`config.mk`:
```
export PLATFORM = sky130hd
export DESIGN_NAME = ceg_top
export DESIGN_NICKNAME = d
export VERILOG_FILES = /design/src/common/ceg_pkg.sv /design/src/rtl/ceg_edge_delay.sv /design/src/rtl/ceg_top.sv
export SDC_FILE = /design/constraint.sdc
export NUM_CORES = 1
export LEC_CHECK = 0
export ABC_CLOCK_PERIOD_IN_PS = 6900
export BUFFER_PORTS_ARGS = -buffer_cell sky130_fd_sc_hd__buf_4
export CAP_MARGIN = 25
export CELL_PAD_IN_SITES_DETAIL_PLACEMENT = 0
export CELL_PAD_IN_SITES_GLOBAL_PLACEMENT = 2
export CORE_UTILIZATION = 35
export DETAILED_ROUTE_END_ITERATION = 12
export GPL_TIMING_DRIVEN = 0
export HOLD_SLACK_MARGIN = 0.1
export PLACE_DENSITY_LB_ADDON = 0.1
export SYNTH_ARGS = -nofsm -noshare
export SYNTH_HDL_FRONTEND = slang
export SYNTH_SLANG_ARGS = --single-unit
```
`constraint.sdc`:
```
create_clock -name core_clk -period 6.9 [get_ports core_clk]
set_input_delay 1.38 -clock core_clk [delete_from_list [all_inputs] [get_ports core_clk]]
set_output_delay 1.38 -clock core_clk [all_outputs]
set_load 0.05 [all_outputs]
```
`src/common/ceg_pkg.sv`:
```
// constants for the converter four enable gating block
// assumes a 250 MHz core clock and the device's own register port
package ceg_pkg;

  // register offsets
  localparam logic [7:0] CEG_OFS_MASK_A = 8'h10;
  localparam logic [7:0] CEG_OFS_SRC_MASK_B = 8'h11;
  localparam logic [7:0] CEG_OFS_EDGE_DLY = 8'h12;

  // values after reset
  localparam logic [7:0] CEG_RST_MASK_A = 8'h00;
  localparam logic [7:0] CEG_RST_SRC_MASK_B = 8'h80;
  localparam logic [7:0] CEG_RST_EDGE_DLY = 8'h00;

  // field positions in the first register
  localparam int CEG_BIT_AUX_LDO_THREE = 7;
  localparam int CEG_BIT_AUX_LDO_TWO = 6;
  localparam int CEG_BIT_SWITCH_A_ONE = 5;
  localparam int CEG_BIT_CONV_SIX = 4;
  localparam int CEG_BIT_CONV_FIVE = 3;
  localparam int CEG_BIT_CONV_THREE = 2;
  localparam int CEG_BIT_CONV_TWO = 1;
  localparam int CEG_BIT_CONV_ONE = 0;

  // field positions in the second register
  localparam int CEG_BIT_SHARED_RAIL = 1;
  localparam int CEG_BIT_SWITCH_B_ONE = 0;
  localparam int CEG_SRC_LSB = 2;
  localparam int CEG_SRC_MSB = 4;

  // field positions in the third register
  localparam int CEG_ON_DLY_LSB = 0;
  localparam int CEG_ON_DLY_MSB = 2;
  localparam int CEG_OFF_DLY_LSB = 3;
  localparam int CEG_OFF_DLY_MSB = 5;

  // enable source codes
  typedef enum logic [2:0] {
    CEG_SRC_CONTROL_INPUT_1 = 3'h0,
    CEG_SRC_CONTROL_INPUT_2 = 3'h1,
    CEG_SRC_CONTROL_INPUT_5 = 3'h2,
    CEG_SRC_CONTROL_INPUT_4 = 3'h3,
    CEG_SRC_CONTROL_INPUT_3 = 3'h4,
    CEG_SRC_CONTROL_INPUT_3_AND_4 = 3'h5,
    CEG_SRC_CONTROL_INPUT_6 = 3'h6,
    CEG_SRC_ALWAYS = 3'h7
  } ceg_src_t;

  // timing: clock period in ps, one millisecond in ps, cycles per ms
  localparam int CEG_CLK_PERIOD_PS = 4000;
  localparam int CEG_MS_IN_PS = 1000000000;
  localparam int CEG_MS_CYCLES = CEG_MS_IN_PS / CEG_CLK_PERIOD_PS;
  localparam int CEG_CNT_W = 24;

  // delay code to milliseconds
  function automatic int ceg_dly_ms(input logic [2:0] code);
    int ms;
    ms = 0;
    case (code)
      3'h1: ms = 2;
      3'h2: ms = 4;
      3'h3: ms = 8;
      3'h4: ms = 16;
      3'h5: ms = 24;
      3'h6: ms = 32;
      3'h7: ms = 64;
      default: ms = 0;
    endcase
    return ms;
  endfunction

endpackage

```
`src/rtl/ceg_edge_delay.sv`:
```
// edge delay stage: holds off each change of the enable by its own count
// assumes counts already converted to cycles by the caller
`timescale 1ns/100ps
`default_nettype none

module ceg_edge_delay
  import ceg_pkg::*;
#(
  parameter int CNT_W = CEG_CNT_W
)
(
  // clock and reset
  input wire logic core_clk,
  input wire logic sys_rst,
  // enable request and delays in cycles
  input wire logic en_req,
  input wire logic [CNT_W-1:0] rise_cycles,
  input wire logic [CNT_W-1:0] fall_cycles,
  // delayed enable
  output logic en_out
);

  typedef struct packed {
    logic out;
    logic [CNT_W-1:0] cnt;
  } ceg_dly_state_t;

  ceg_dly_state_t s_q;
  ceg_dly_state_t s_d;
  logic [CNT_W-1:0] limit;

  ////////////////////////////////////////////////////////////////////////
  // a short glitch against the current level restarts the count
  always_comb
  begin
    s_d = s_q;
    limit = s_q.out ? fall_cycles : rise_cycles;
    if (en_req == s_q.out)
    begin
      s_d.cnt = '0;
    end
    else if (s_q.cnt >= limit)
    begin
      s_d.out = en_req;
      s_d.cnt = '0;
    end
    else
    begin
      s_d.cnt = s_q.cnt + 1'b1;
    end
  end

  always_ff @(posedge core_clk or posedge sys_rst)
  begin
    if (sys_rst)
    begin
      s_q <= '0;
    end
    else
    begin
      s_q <= s_d;
    end
  end

  assign en_out = s_q.out;

endmodule

`default_nettype wire

```
`src/rtl/ceg_top.sv`:
```
// converter four enable gating: source select, power-good masks, edge delays
// assumes control inputs and power-good levels synchronous to core_clk
//
// Behaviour
// - mask bits 7..5 drop aux and switch goods
// - mask bits 4..0 drop converter goods
// - second register bits 1..0 drop more goods
// - source field bits 4:2 picks control input
// - source code 111 forces pin term true
// - turn-on delay code in bits 2:0
// - turn-off delay code in bits 5:3
`timescale 1ns/100ps
`default_nettype none

module ceg_top
  import ceg_pkg::*;
#(
  parameter int MS_CYCLES = CEG_MS_CYCLES,
  parameter int CNT_W = CEG_CNT_W
)
(
  // clock and reset
  input wire logic core_clk,
  input wire logic sys_rst,
  // register port
  input wire logic [7:0] reg_addr,
  input wire logic reg_wr,
  input wire logic reg_rd,
  input wire logic [7:0] reg_wdata,
  output logic [7:0] reg_rdata,
  // control inputs
  input wire logic control_input_1,
  input wire logic control_input_2,
  input wire logic control_input_3,
  input wire logic control_input_4,
  input wire logic control_input_5,
  input wire logic control_input_6,
  // power-good of other rails
  input wire logic aux_ldo_three_power_good,
  input wire logic aux_ldo_two_power_good,
  input wire logic load_switch_a_one_power_good,
  input wire logic converter_six_power_good,
  input wire logic converter_five_power_good,
  input wire logic converter_three_power_good,
  input wire logic converter_two_power_good,
  input wire logic converter_one_power_good,
  input wire logic shared_switch_regulator_rail_power_good,
  input wire logic load_switch_b_one_power_good,
  // converter control
  output logic converter_four_enable,
  output logic enable_request
);

  typedef struct packed {
    logic [7:0] mask_a;
    logic [7:0] src_mask_b;
    logic [7:0] edge_dly;
    logic [7:0] rdata;
    logic req;
  } ceg_state_t;

  // ten power-good terms feed the AND
  localparam int GOODS_N = 10;

  ceg_state_t s_q;
  ceg_state_t s_d;
  ceg_src_t src;
  logic pin_term;
  logic [GOODS_N-1:0] good_in;
  logic [GOODS_N-1:0] good_mask;
  wire [GOODS_N-1:0] good_pass;
  logic goods_ok;
  logic [2:0] on_code;
  logic [2:0] off_code;
  logic [2:0] wr_sel;
  logic [2:0] rd_sel;
  logic [CNT_W-1:0] rise_cycles;
  logic [CNT_W-1:0] fall_cycles;
  logic dly_out;

  ////////////////////////////////////////////////////////////////////////
  // power-good levels and their mask bits, in the same bit order
  assign good_in = {
    aux_ldo_three_power_good,
    aux_ldo_two_power_good,
    load_switch_a_one_power_good,
    converter_six_power_good,
    converter_five_power_good,
    converter_three_power_good,
    converter_two_power_good,
    converter_one_power_good,
    shared_switch_regulator_rail_power_good,
    load_switch_b_one_power_good
  };
  assign good_mask = {
    s_q.mask_a[CEG_BIT_AUX_LDO_THREE],
    s_q.mask_a[CEG_BIT_AUX_LDO_TWO],
    s_q.mask_a[CEG_BIT_SWITCH_A_ONE],
    s_q.mask_a[CEG_BIT_CONV_SIX],
    s_q.mask_a[CEG_BIT_CONV_FIVE],
    s_q.mask_a[CEG_BIT_CONV_THREE],
    s_q.mask_a[CEG_BIT_CONV_TWO],
    s_q.mask_a[CEG_BIT_CONV_ONE],
    s_q.src_mask_b[CEG_BIT_SHARED_RAIL],
    s_q.src_mask_b[CEG_BIT_SWITCH_B_ONE]
  };

  // a set mask bit forces its good true, so it drops out of the AND
  // goods are taken as they stand; no filtering of a bouncing good
  for (genvar g = 0; g < GOODS_N; g++)
  begin : g_good
    assign good_pass[g] = good_in[g] | good_mask[g];
  end

  ////////////////////////////////////////////////////////////////////////
  // source select and the gated AND
  always_comb
  begin
    src = ceg_src_t'(s_q.src_mask_b[CEG_SRC_MSB:CEG_SRC_LSB]);
    unique case (src)
      CEG_SRC_CONTROL_INPUT_1: pin_term = control_input_1;
      CEG_SRC_CONTROL_INPUT_2: pin_term = control_input_2;
      CEG_SRC_CONTROL_INPUT_5: pin_term = control_input_5;
      CEG_SRC_CONTROL_INPUT_4: pin_term = control_input_4;
      CEG_SRC_CONTROL_INPUT_3: pin_term = control_input_3;
      CEG_SRC_CONTROL_INPUT_3_AND_4: pin_term = control_input_3 & control_input_4;
      CEG_SRC_CONTROL_INPUT_6: pin_term = control_input_6;
      CEG_SRC_ALWAYS: pin_term = 1'b1;
    endcase
    goods_ok = &good_pass;
  end

  ////////////////////////////////////////////////////////////////////////
  // delay codes to cycle counts; 64 ms fits CNT_W at 250 MHz
  assign on_code = s_q.edge_dly[CEG_ON_DLY_MSB:CEG_ON_DLY_LSB];
  assign off_code = s_q.edge_dly[CEG_OFF_DLY_MSB:CEG_OFF_DLY_LSB];
  assign rise_cycles = CNT_W'(ceg_dly_ms(on_code) * MS_CYCLES);
  assign fall_cycles = CNT_W'(ceg_dly_ms(off_code) * MS_CYCLES);

  ////////////////////////////////////////////////////////////////////////
  // one-hot register select, all clear for offsets outside the block
  function automatic logic [2:0] reg_sel(input logic [7:0] addr);
    logic [2:0] sel;
    sel = 3'h0;
    unique case (addr)
      CEG_OFS_MASK_A: sel = 3'h1;
      CEG_OFS_SRC_MASK_B: sel = 3'h2;
      CEG_OFS_EDGE_DLY: sel = 3'h4;
      default: sel = 3'h0;
    endcase
    return sel;
  endfunction

  // the same decode serves both strobes, so a read and a write agree
  assign wr_sel = reg_wr ? reg_sel(reg_addr) : 3'h0;
  assign rd_sel = reg_rd ? reg_sel(reg_addr) : 3'h0;

  ////////////////////////////////////////////////////////////////////////
  // registers and gated request
  always_comb
  begin
    s_d = s_q;
    s_d.req = pin_term & goods_ok;
    // reserved bits are kept as written, so software sees them back
    if (wr_sel[0])
    begin
      s_d.mask_a = reg_wdata;
    end
    if (wr_sel[1])
    begin
      s_d.src_mask_b = reg_wdata;
    end
    if (wr_sel[2])
    begin
      s_d.edge_dly = reg_wdata;
    end
    // a read in the cycle of a write returns the old value
    if (reg_rd)
    begin
      unique case (rd_sel)
        3'h1: s_d.rdata = s_q.mask_a;
        3'h2: s_d.rdata = s_q.src_mask_b;
        3'h4: s_d.rdata = s_q.edge_dly;
        default: s_d.rdata = 8'h00;
      endcase
    end
  end

  always_ff @(posedge core_clk or posedge sys_rst)
  begin
    if (sys_rst)
    begin
      s_q.mask_a <= CEG_RST_MASK_A;
      s_q.src_mask_b <= CEG_RST_SRC_MASK_B;
      s_q.edge_dly <= CEG_RST_EDGE_DLY;
      s_q.rdata <= 8'h00;
      s_q.req <= 1'b0;
    end
    else
    begin
      s_q <= s_d;
    end
  end

  ////////////////////////////////////////////////////////////////////////
  // edge delays before the converter sees the enable
  ceg_edge_delay #(
    .CNT_W(CNT_W)
  ) u_dly (
    .core_clk(core_clk),
    .sys_rst(sys_rst),
    .en_req(s_q.req),
    .rise_cycles(rise_cycles),
    .fall_cycles(fall_cycles),
    .en_out(dly_out)
  );

  assign converter_four_enable = dly_out;
  assign enable_request = s_q.req;
  assign reg_rdata = s_q.rdata;

endmodule

`default_nettype wire

```
### Word level (Yosys, flattened, before mapping)

Cells that the tools add are included.
W data, S select, Z words.

* bits of input ports: 36
* output and inout port bits: 10
* flip-flop bits (word level): 58

* mux-type cells: 10
* order comparisons: 1
* bitwise operators: 13
* eq/ne operators: 28
* reduce and logical (&&, ||, !) cells: 3
* multiply operators: 2
* $add $sub $neg: 1

Operator list (number)
* $pmux W7 S7: 2
* $mux W24: 3
* $mul A32 B15 Y20 const B: 2
* $eq A3 B3 Y1 const B: 13
* $add A24 B1 Y24 const B: 1
* $eq A8 B5 Y1 const B: 3
* $ge A24 B24 Y1: 1
* $pmux W8 S3: 1
* $eq A3 B2 Y1 const B: 7
* $eq A3 B1 Y1 const B: 4
* $or A1 B1 Y1: 10
* $reduce_and A10 Y1: 1
* $pmux W3 S3: 1
* $pmux W1 S8: 1
* $mux W3: 2
* $logic_not A3 Y1: 1
* $and A1 B1 Y1: 2
* $reduce_and A2 Y1: 1
* $eq A1 B1 Y1: 1
* $not A1 Y1: 1

### Depth between registers and ports, before layout

Gate-level depths: netlist of run 1.

* depth in word-level cells: 7
* depth in mapped cells: 28
* mapped depth without buffers: 25

### Modules after synthesis

From an unflattened synthesis of run 1, not the netlist that was laid out.

* cell total of the unflattened synthesis: 592
* area total of the unflattened synthesis: 5726.7 um^2

Modules (own cells, without submodules)
* ceg_top: sequential area each 827.0 um^2, instances 1, cells each 382, area an instance 3669.8 um^2
* ceg_edge_delay: sequential area each 625.6 um^2, instances 1, cells each 210, area an instance 2057.0 um^2

### Worst setup path before layout of run 1

Ideal clock, no wire load.

* kind: register to register
* from: register s_q, in the netlist off_code[2]
* to: register u_dly.s_q[10] (netlist name)
* arrival: 6.514 ns
* setup slack: 0.315 ns
* setup time: 0.071 ns
* stages on the path, launching flop included: 29
* period minus slack after synthesis: 6.585 ns
* data required time: 6.829 ns
* cells stage by stage: dfrtp_1 -> clkbuf_1 -> nor2b_1 -> inv_1 -> a21boi_0 -> inv_1 -> fa_1 -> inv_1 -> ha_1 -> inv_1 -> fa_1 -> inv_1 -> fa_1 -> ha_1 -> o21a_1 -> o21ai_0 -> a31oi_1 -> o21a_1 -> or4b_1 -> nand3_1 -> ha_1 -> nand2_1 -> o21ai_0 -> a2111oi_0 -> a41oi_1 -> nand2b_1 -> clkbuf_1 -> buf_2 -> nor2_1

RTL lines
* from (decl): line ceg_top.sv:65 `ceg_state_t s_q;`
* to (signal assigned): line ceg_edge_delay.sv:57 `s_q <= '0;`
* to (signal assigned): line ceg_edge_delay.sv:61 `s_q <= s_d;`
* to (decl): line ceg_edge_delay.sv:28 `ceg_dly_state_t s_q;`

==> summary.txt, run 1 <==
Power
  • P_int: ~0.73 mW
  • Seq pwr share: 0.367
  • PD cells: approximately 150 nW/um2
  • Clk pwr share: 0.496
  • Switching power share of the total: 0.243
  • Leakage Power: 3.34 nW
  • Power Total: between 0.9 and 1 mW
  • Gate power share: 0.136
  • IR Drop Worst-Case VDD: 110 uV
  • NetSw: 0.236 mW

STA
  • Max Clock Freq: 0.155 GHz
  • Clk_skew: 0.00774 ns
  • Tmin final: 6.45 ns
  • Fin. max-slew vios: 0
  • Worst Tran Pin Value: 0.598 ns
  • Tightest slew margin relative to the limit: 0.600
  • Period utilization: 0.935
  • RSZ-0062 raised after global routing: false
  • Final hold vios: 0
  • Setup ws final: 0.451 ns
  • Final setup viols: 0

Layout
  • Number of nets in the layout: 776
  • P&R area growth vs syn: 18.1%
  • Multi-input gate area: 3650 um2
  • Fill cell count: approximately 1500
  • Register cell area after layout: 1460 um2
  • Share of layout cells above drive strength 1: 0.188
  • Antenna diode count: 0
  • Finished Layout Cells: 826

Synthesis
  • Ys Warns: 0
  • Dominant synthesized flop cell: dfrtp_1
  • #FFs+latches synth: 58
  • Area leader, netlist: dfrtp_1
  • Seq/Total Area, Yosys: 0.271
  • Post-Syn Area per Cell: 9.23 um2
  • EDFF count, synth: 0
  • Syn Nets: 720
  • Post-synth ARST share: 1.00
  • Synth area leaders: dfrtp_1 (27%), ha_1 (22%), mux2_2 (6.1%)
  • Netlist Area Pre-Place: roughly 5400 um2
  • Mapped Cells: 581
  • Synth top area share: 0.266
  • Post-synth cell types: 50

CTS
  • H-Tree Level Count: 3
  • Clock Tree Buf Depth: 2
  • Worst-Skew Late Latency: 0.33 ns
  • CTS tree: done
  • CTS buffer count: 9
  • Root Driver: clkbuf_16
  • Clock slew at reported path FFs: 0.06 ns
  • CTS Sinks: a little under 60

Floorplan
  • Core area: 14800 um2
  • Die H: 126 um
  • Starting Density: 0.364
  • I/O pins: 46
  • Core Rows: 44
  • Die outline area: 15800 um2
  • Die Width: 126 um

Detailed routing
  • Via count: 4267
  • 1st-iter DRT viols: 150
  • DRC violations left: 0
  • Vias per cell: slightly above 5
  • Drt total wl: around 13 mm
  • Final ANT Viol Nets: 0
  • Routed WL per cell: 16.2 um
  • DRT Pass-1 Iters: 4

Critical path
  • Cell family with most CP delay: adder cells
  • Crit Path Class: reg -> reg
  • WP data arrival: 6.71 ns
  • Startpoint types: flop
  • Slowest stage delay, CP: 0.53 ns
  • Crit path max fanout: 10
  • Critical Path End Type: flop
  • Setup slack, reg-to-reg: ~0.45 ns
  • WP buf/inv: 5
  • Worst path slowest cell: fa_1
  • Most Frequent Cell on Critical Path: inv_1
  • Critical path required time: just over 7 ns

Global routing
  • Total GRT Usage: 0.180
  • Grt ovf: 0
  • First-pass GRT wire length: between 20 and 25 mm
  • Number of global-route vias before repair: 4317
  • Largest net degree at the start of global routing: 39
  • Antenna violations before repair: 0

Placed design
  • PortBufs: 45
  • Final Wtd Congestion: 0.873
  • DP HPWL: 10.7 mm
  • Setup WS pre-CTS: -1.34 ns
  • Placed instance count: a little over 800

Worst hold path
  • Worst hold-check path type: reg -> reg

Run status
  • Status: finished, final reports clean

Flow run
  • Max-cap violation count: 0
==> through the flow <==
stage | util | instance area, um2 | hold slack (ns) | setup TNS (ns)
floorplan | - | 5360 | 0.446 | 0
global placement | 0.402 | 5930 | 0.464 | -29.53
detailed placement | 0.403 | 5950 | 0.475 | -31.61
CTS | 0.428 | 6320 | 0.483 | 0
global route | 0.429 | 6340 | 0.510 | 0
finish | 0.429 | 6340 | 0.485 | 0
==> final timing paths <==
| path | start | end | cells past startpoint |
|---|---|---|---|
| setup / recovery | off_code[2]$_DFFE_PP0P_ | u_dly.s_q[22]$_DFF_PP0_ | 25 |
| hold / removal | u_dly.s_q[0]$_DFF_PP0_ | u_dly.s_q[0]$_DFF_PP0_ | 1 |
| setup reg to reg | off_code[2]$_DFFE_PP0P_ | u_dly.s_q[22]$_DFF_PP0_ | 25 |
| hold reg to reg | u_dly.s_q[0]$_DFF_PP0_ | u_dly.s_q[0]$_DFF_PP0_ | 1 |
| max in group asynchronous | sys_rst | s_q[24]$_DFFE_PP1P_ | 3 |
| min in group asynchronous | sys_rst | u_dly.s_q[2]$_DFF_PP0_ | 2 |
==> layout make-up <==
type | instances | area share
Sequential cell | 58 | 0.230
Timing Repair Buffer | 48 | 0.0588
Clock buffer | 11 | 0.0383
Clock inverter | 5 | 0.0122
Multi-Input combinational cell | 447 | 0.575
Inverter | 53 | 0.0314
Buffer | 20 | 0.0176
Tap cell | 184 | 0.0363
==> Yosys cell counts, types with 9 or more instances <==
cell and count:
a21oi_1 23, and2_1 10, and3_1 10, dfrtp_1 57, fa_1 10, ha_1 93
inv_1 53, mux2_2 29, nand2_1 40, nand4_1 9, nor2_1 50, nor2b_1 9
nor3_1 10, o21ai_0 29, xnor2_1 19, xor2_1 22
==> power groups by stage <==
stage | registers (mW) | logic (mW) | clock network [mW]
after floorplan | 0.357 | 0.0846 | 0
after detailed placement | 0.360 | 0.131 | 0
after CTS | 0.355 | 0.134 | 0.492
final | 0.356 | 0.132 | 0.482
after global routing | 0.357 | 0.151 | 0.509
after global placement | 0.360 | 0.128 | 0
==> placed cells by master, fill, tap and decap left out, types with 10 or more instances in the layout <==
cell type  instances
a21oi_1           23
and2_1            10
and3_1            10
buf_4             55
dfrtp_1           54
fa_1              10
ha_1              93
inv_1             52
mux2_2            29
nand2_1           40
nor2_1            49
nor3_1            10
o21ai_0           29
xnor2_1           19
xor2_1            22
==> state kept, by name (all words and copies together) (netlist names) <==
name,flops
on_code,3
reg_rdata,8
u_dly.en_out,1
enable_request,1
u_dly.s_q,24
good_mask,10
s_q,8
off_code,3
==> timing repair <==
| item | in CTS | in global routing |
|---|---|---|
| setup endpoints to repair | 25 | 25 |
| resized for setup | 11 | 7 |
| pin swaps | 0 | 0 |
| hold buffers | 0 | 0 |
| buffers inserted | 2 | 0 |
==> cell families after synthesis <==
family	count (synthesis)	synth area share
muxes	34	0.0702
buffers and inverters	76	0.0599
DFF	58	0.271
adders and majority gates	103	0.254
xor gates and xnor gates	41	0.0669
and+or+nand+nor	165	0.152
AOI/OAI and AO/OA	104	0.126
==> layer usage <==
| layer | vias up | wire [um] | GRT usage | part of all wire |
|---|---|---|---|---|
| li1 | 2156 | - | - | - |
| met2 | 58 | 6260 | 0.312 | 0.47 |
| met5 | - | 0 | 0 | 0 |
| met1 | 2043 | 6610 | 0.237 | 0.50 |
| met4 | 0 | 142 | 0.0468 | 0.011 |
| met3 | 10 | 325 | 0.0229 | 0.024 |
Power figures use the tool's default switching activity.
==> inputs of run 2 (changes only) <==
--- a/config.mk
+++ b/config.mk
@@ -6,7 +6,7 @@
 export NUM_CORES = 1
 export LEC_CHECK = 0
 export ABC_CLOCK_PERIOD_IN_PS = 6900
-export BUFFER_PORTS_ARGS = -buffer_cell sky130_fd_sc_hd__buf_4
+export BUFFER_PORTS_ARGS = -buffer_cell sky130_fd_sc_hd__clkbuf_2
 export CAP_MARGIN = 25
 export CELL_PAD_IN_SITES_DETAIL_PLACEMENT = 0
 export CELL_PAD_IN_SITES_GLOBAL_PLACEMENT = 2
==> constraint.sdc (replaced) <==
create_clock -name core_clk -period 6.9 [get_ports core_clk]
set_input_delay 1.38 -clock core_clk [delete_from_list [all_inputs] [get_ports core_clk]]
set_output_delay 1.38 -clock core_clk [all_outputs]
set_load 0.1 [all_outputs]
==> run 2 against run 1 <==
Worst hold slack lost 0.0029 ns. Clock power grew 8.1%. Die area is the same. Via count grew 0.45%. Power grew 3.5%. Sequential power is essentially flat. Largest cell class unchanged. Global-route usage shrank 0.26 points. Highest routed layer unchanged. Routed wire length shrank 1.8%.
==> summary.txt, run 2 (same netlist as run 1, synthesis figures left out) <==
Run status
  • Status: finished, final reports clean

Detailed routing
  • DRC violations left: 0
  • Final ANT Viol Nets: 0
  • Drt total wl: 13.1 mm
  • Via count: 4286
  • DRT Pass-1 Iters: 4
  • Vias per cell: about 5.2
  • Routed WL per cell: 15.8 um
  • 1st-iter DRT viols: 164

STA
  • Hold slack: about 0.48 ns
  • Tightest slew margin relative to the limit: 0.609
  • Period utilization: 0.934
  • Setup ws final: approximately 0.46 ns
  • Fin. max-slew vios: 0
  • RSZ-0062 raised after global routing: false
  • Final hold vios: 0
  • Tmin final: 6.44 ns
  • Clk_skew: 0.0104 ns
  • Max Clock Freq: 0.155 GHz
  • Worst Tran Pin Value: just under 0.6 ns
  • Final setup viols: 0

Power
  • PD cells: 160 nW/um2
  • Clk pwr share: 0.519
  • P_int: 0.767 mW
  • Seq pwr share: 0.355
  • Power Total: 1.00 mW
  • IR Drop Worst-Case VDD: 110 uV
  • NetSw: between 0.2 and 0.25 mW
  • Switching power share of the total: 0.236
  • Leakage Power: 3.33 nW
  • Gate power share: 0.126

Layout
  • Largest register FFs: 24
  • Fin util: 0.425
  • Share of layout cells above drive strength 1: 0.191
  • Fill cell count: between 1000 and 1500
  • Finished Layout Cells: 829
  • Register cell area after layout: 1460 um2
  • P&R area growth vs syn: 16.9%
  • Register with the most flip-flops: u_dly.s_q
  • Most frequent cells in the layout: ha_1 (93), dfrtp_1 (54), inv_1 (52)
  • Antenna diode count: 0
  • Number of nets in the layout: just under 800
  • Leading cell type in the layout, fill and taps excluded: ha_1
  • Multi-input gate area: 3650 um2

CTS
  • Hold Buf Count CTS: 0
  • Worst-Skew Late Latency: around 0.33 ns
  • H-Tree Level Count: 3
  • Root Driver: clkbuf_16
  • CTS tree: done
  • CTS Sinks: 58
  • Clock Tree Buf Depth: 2
  • Clock slew at reported path FFs: 0.06 ns
  • CTS buffer count: 9

Critical path
  • Worst path slowest cell: fa_1
  • RR Startpoint: off_code[1]$_DFFE_PP0P_
  • Slowest stage delay, CP: 0.53 ns
  • Most Frequent Cell on Critical Path: inv_1
  • Critical path required time: between 7 and 8 ns
  • Crit path max fanout: 10
  • Crit Path Class: reg -> reg
  • Setup slack, reg-to-reg: ~0.46 ns
  • WP data arrival: 6.70 ns
  • Worst Reg-to-Reg Cells: 25
  • Worst R2R End: u_dly.s_q[0]$_DFF_PP0_
  • Critical Path End Type: flop
  • Setup crit start: off_code[1]$_DFFE_PP0P_
  • Startpoint types: flop

Floorplan
  • Die H: 126 um
  • Core area: 14800 um2
  • I/O pins: 46
  • Core Rows: between 40 and 50
  • Starting Density: 0.364
  • Die outline area: 15800 um2
  • Die Width: 126 um

Placed design
  • Final Wtd Congestion: 0.865
  • Placed instance count: 811
  • Setup WS pre-CTS: -1.34 ns
  • PortBufs: 45
  • DP HPWL: 10.6 mm

Worst hold path
  • Worst hold stages: 1
  • Worst hold-check path type: reg -> reg
  • HP Start: u_dly.s_q[0]$_DFF_PP0_
  • WHS Endpoint: u_dly.s_q[0]$_DFF_PP0_

Global routing
  • Total GRT Usage: 0.178
  • First-pass GRT wire length: 22.0 mm
  • Number of global-route vias before repair: ~4300
  • Largest net degree at the start of global routing: 42
  • Antenna violations before repair: 0
  • Grt ovf: 0

Flow run
  • Max-cap violation count: 0
[run 2: cell count changes in the layout (fill, tap and decap cells not counted)]
cell / delta
buf_4: -42
bufinv_16: +1
clkbuf_1: +1
clkbuf_2: +45
clkinv_2: -2
clkinv_4: +1
clkinvlp_4: -1
nand2b_2: +1
nand2b_4: -1
nor2_2: -1
nor2_4: +1
[run 2: metal layers]
metal | share of wire | global-route usage
met5 | 0 | 0
met4 | 0.012 | 0.0468
met3 | 0.030 | 0.0272
met2 | 0.46 | 0.300
met1 | 0.49 | 0.237
[run 2: cell type report]
| class | count | area share |
|---|---|---|
| multi-input combinational | 447 | 0.581 |
| buffer | 20 | 0.0178 |
| tap | 184 | 0.0367 |
| timing repair buffer | 51 | 0.0451 |
| sequential | 58 | 0.232 |
| inverter | 53 | 0.0317 |
| clock inverter | 4 | 0.0158 |
| clock buffer | 12 | 0.0393 |
[run 2: per-stage QoR]
step	setup TNS, ns	instance area [um2]
2_1_floorplan	0	5360
3_3_place_gp	-29.22	5820
3_5_place_dp	-31.81	5840
4_1_cts	0	6230
5_1_grt	0	6270
6_report	0	6270
[run 2: worst max-delay path: cells and delay by family (launching register included)]
kind | cells | cell delay, ns
and+or+nand+nor | 7 | 1.64
adders and majority gates | 6 | 2.38
buffers and inverters | 5 | 0.48
DFF | 1 | 0.47
AOI/OAI and AO/OA | 7 | 1.40
[run 2: worst max path at each step]
stage,to,depth (start not counted)
2_1_floorplan,u_dly.s_q[10]$_DFF_PP0_,28
4_1_cts,u_dly.s_q[22]$_DFF_PP0_,26
3_3_place_gp,u_dly.s_q[18]$_DFF_PP0_,28
3_5_place_dp,u_dly.s_q[22]$_DFF_PP0_,28
5_1_grt,u_dly.s_q[17]$_DFF_PP0_,25
6_report,u_dly.s_q[0]$_DFF_PP0_,25
[run 2: repair_timing]
item	4_1_cts	5_1_grt
cloned	0	0
resized for setup	11	7
setup endpoints to repair	25	24
pin swaps	0	1
setup buffers	2	3
[run 2: power by group through the flow]
stage          Sequential [mW]  Combinational, mW  Clock [mW]
3_5_place_dp             0.360              0.126           0
6_report                 0.356              0.126       0.521
3_3_place_gp             0.359              0.123           0
4_1_cts                  0.355              0.128       0.531
5_1_grt                  0.357              0.144       0.546
2_1_floorplan            0.357             0.0848           0
==> inputs of run 3 (changes only) <==
--- a/config.mk
+++ b/config.mk
@@ -5,12 +5,13 @@
 export SDC_FILE = /design/constraint.sdc
 export NUM_CORES = 1
 export LEC_CHECK = 0
+export ABC_AREA = 1
 export ABC_CLOCK_PERIOD_IN_PS = 6900
 export BUFFER_PORTS_ARGS = -buffer_cell sky130_fd_sc_hd__clkbuf_2
 export CAP_MARGIN = 25
 export CELL_PAD_IN_SITES_DETAIL_PLACEMENT = 0
 export CELL_PAD_IN_SITES_GLOBAL_PLACEMENT = 2
-export CORE_UTILIZATION = 35
+export CORE_UTILIZATION = 32
 export DETAILED_ROUTE_END_ITERATION = 12
 export GPL_TIMING_DRIVEN = 0
 export HOLD_SLACK_MARGIN = 0.1
==> run 3 against run 2 <==
Critical path depth rose by 3. Non-clock buffer count did not move. Global-route usage rose by 1.3 points. Register-to-register slack improved by 0.19 ns. Sequential power barely moved. Critical path type unchanged. Largest power group unchanged.
==> summary.txt, run 3 <==
CTS
  • Resized Gates After CTS: 0
  • CTS tree: done
  • H-Tree Level Count: 3
  • CTS buffer count: 9
  • Hold Buf Count CTS: 0
  • Clock Tree Buf Depth: 2
  • Clock slew at reported path FFs: 0.05 ns
  • CTS Sinks: 58
  • Worst-Skew Late Latency: roughly 0.32 ns
  • Root Driver: clkbuf_16
  • Postcts setup bufs: 0

STA
  • Fin. max-slew vios: 0
  • Tightest slew margin relative to the limit: 0.540
  • RSZ-0062 raised after global routing: false
  • Clk_skew: about 0.0045 ns
  • Final setup viols: 0
  • Sum Neg Setup Slack: 0 ns
  • Period utilization: 0.906
  • Final hold vios: 0
  • Max Clock Freq: about 0.16 GHz
  • Tmin final: 6.25 ns
  • Worst Tran Pin Value: 0.688 ns
  • Setup ws final: around 0.65 ns

Synthesis
  • Synth top area share: 0.226
  • Mapped Cells: 907
  • Seq/Total Area, Yosys: 0.230
  • Post-synth ARST share: 1.00
  • Ys Warns: 0
  • Netlist Area Pre-Place: 6310 um2
  • Most instantiated cells after synthesis: nand2_1 (249), inv_1 (126), ha_1 (93)
  • Post-synth cell types: 47
  • Syn Nets: 1046
  • Synth area leaders: dfrtp_1 (23%), ha_1 (18%), nand2_1 (15%)
  • Post-Syn Area per Cell: around 7.0 um2
  • EDFF count, synth: 0
  • #FFs+latches synth: 58
  • Area leader, netlist: dfrtp_1
  • Dominant synthesized flop cell: dfrtp_1
  • Most frequent cell after synthesis: nand2_1

Layout
  • P&R area growth vs syn: 13.6%
  • Share of layout cells above drive strength 1: 0.137
  • Fill cell count: 2135
  • Register with the most flip-flops: u_dly.s_q
  • Leading cell type in the layout, fill and taps excluded: nand2_1
  • Most frequent cells in the layout: nand2_1 (249), inv_1 (125), ha_1 (93)
  • Largest register FFs: 24
  • Antenna diode count: 0
  • Number of nets in the layout: about 1100

Placed design
  • Final Wtd Congestion: between 0.7 and 0.8
  • DP HPWL: 14.8 mm
  • PortBufs: 44
  • Setup WS pre-CTS: approximately 0.22 ns

Detailed routing
  • Vias per cell: 4.60
  • Via count: 5667
  • DRC violations left: 0
  • Final ANT Viol Nets: 0
  • 1st-iter DRT viols: 310
  • Drt total wl: 17.9 mm
  • Routed WL per cell: 14.5 um
  • DRT Pass-1 Iters: 5

Global routing
  • Number of global-route vias before repair: 5675
  • Antenna violations before repair: 0
  • Grt ovf: 0
  • Largest net degree at the start of global routing: 31
  • Total GRT Usage: 0.191
  • First-pass GRT wire length: roughly 30 mm

Critical path
  • WP buf/inv: 8
  • WP data arrival: 6.45 ns
  • Critical Path End Type: flop
  • Crit Path Class: reg -> reg
  • Worst path slowest cell: fa_1
  • Cell family with most CP delay: adder cells
  • Crit path max fanout: 10
  • Critical path required time: 7.10 ns
  • Startpoint types: flop
  • Most Frequent Cell on Critical Path: inv_1
  • Slowest stage delay, CP: 0.53 ns

Floorplan
  • Core area: roughly 19000 um2
  • Starting Density: 0.332
  • Die outline area: 20300 um2
  • Die Width: 142 um
  • Core Rows: 50
  • Die H: 142 um
  • I/O pins: 46

Power
  • IR Drop Worst-Case VDD: 132 uV
  • PD cells: 133 nW/um2
  • Leakage Power: 3.81 nW

Flow run
  • Max-cap violation count: 0

Run status
  • Status: finished, final reports clean

Worst hold path
  • Worst hold-check path type: reg -> reg
## run 3: cell types whose count changed after synthesis, sizes merged, moves of 11 or more
cell,previous run,this run
nand2,40,255
inv,53,133
nand3,8,70
nor2,50,98
mux2,29,0
nor3,10,30
o21ai,29,45
xnor2,19,3
xor2,22,11
## run 3: worst paths after layout
path	start	end	slack (ns)	cells after the start
hold reg to reg	u_dly.s_q[0]$_DFF_PP0_	u_dly.s_q[0]$_DFF_PP0_	0.47	1
setup / recovery	off_code[1]$_DFFE_PP0P_	u_dly.s_q[5]$_DFF_PP0_	0.65	28
setup reg to reg	off_code[1]$_DFFE_PP0P_	u_dly.s_q[5]$_DFF_PP0_	0.65	28
hold / removal	u_dly.s_q[0]$_DFF_PP0_	u_dly.s_q[0]$_DFF_PP0_	0.47	1
max in group asynchronous	sys_rst	reg_rdata[0]$_DFFE_PP0P_	5.16	3
min in group asynchronous	sys_rst	good_mask[9]$_DFFE_PP0P_	1.15	2
## run 3: report_power, final
group / leakage (nW) / switching [mW] / internal, mW / total [mW]
combinational: 2.87 / 0.131 / 0.0630 / 0.194
sequential: 0.803 / 0.00650 / 0.348 / 0.354
clock: 0.133 / 0.152 / 0.251 / 0.403
## run 3: final cells by class
cell class	count	area [um2]	area share
multi-input cells	693	4220	0.589
flip-flops and latches	58	1450	0.203
inverters	133	499	0.0697
well taps	260	325	0.0454
repair buffers	48	255	0.0356
clock buffers	13	250	0.0349
plain buffers	23	144	0.0201
clock inverters	3	15.0	0.00210
## run 3: logic make-up after synthesis
kind of cell / Yosys count / share of synthesized area
compound gates: 88 / 0.0851
xor+xnor: 14 / 0.0194
fa+ha+maj: 103 / 0.216
buf+inv: 156 / 0.102
flops: 58 / 0.230
mux: 3 / 0.00476
simple gates: 485 / 0.342
## run 3: per-layer routing
metal | up-vias | routed length (um) | global-route usage
met4 | 0 | 258 | 0.0532
met3 | 15 | 272 | 0.0188
met5 | - | 0 | 0
met2 | 43 | 8020 | 0.313
met1 | 2546 | 9360 | 0.265
li1 | 3063 | - | -
## run 3: stage by stage
stage                     area (um2)  hold slack, ns  power (mW)  instances  utilization
after global placement          6860           0.460       0.558       1211        0.360
after CTS                       7150           0.474       0.967       1230        0.376
after global routing            7170           0.495        1.01       1231        0.377
after floorplan                 6310           0.442       0.492        907            -
final                           7170           0.468       0.951       1231        0.377
after detailed placement        6890           0.467       0.558       1214        0.362
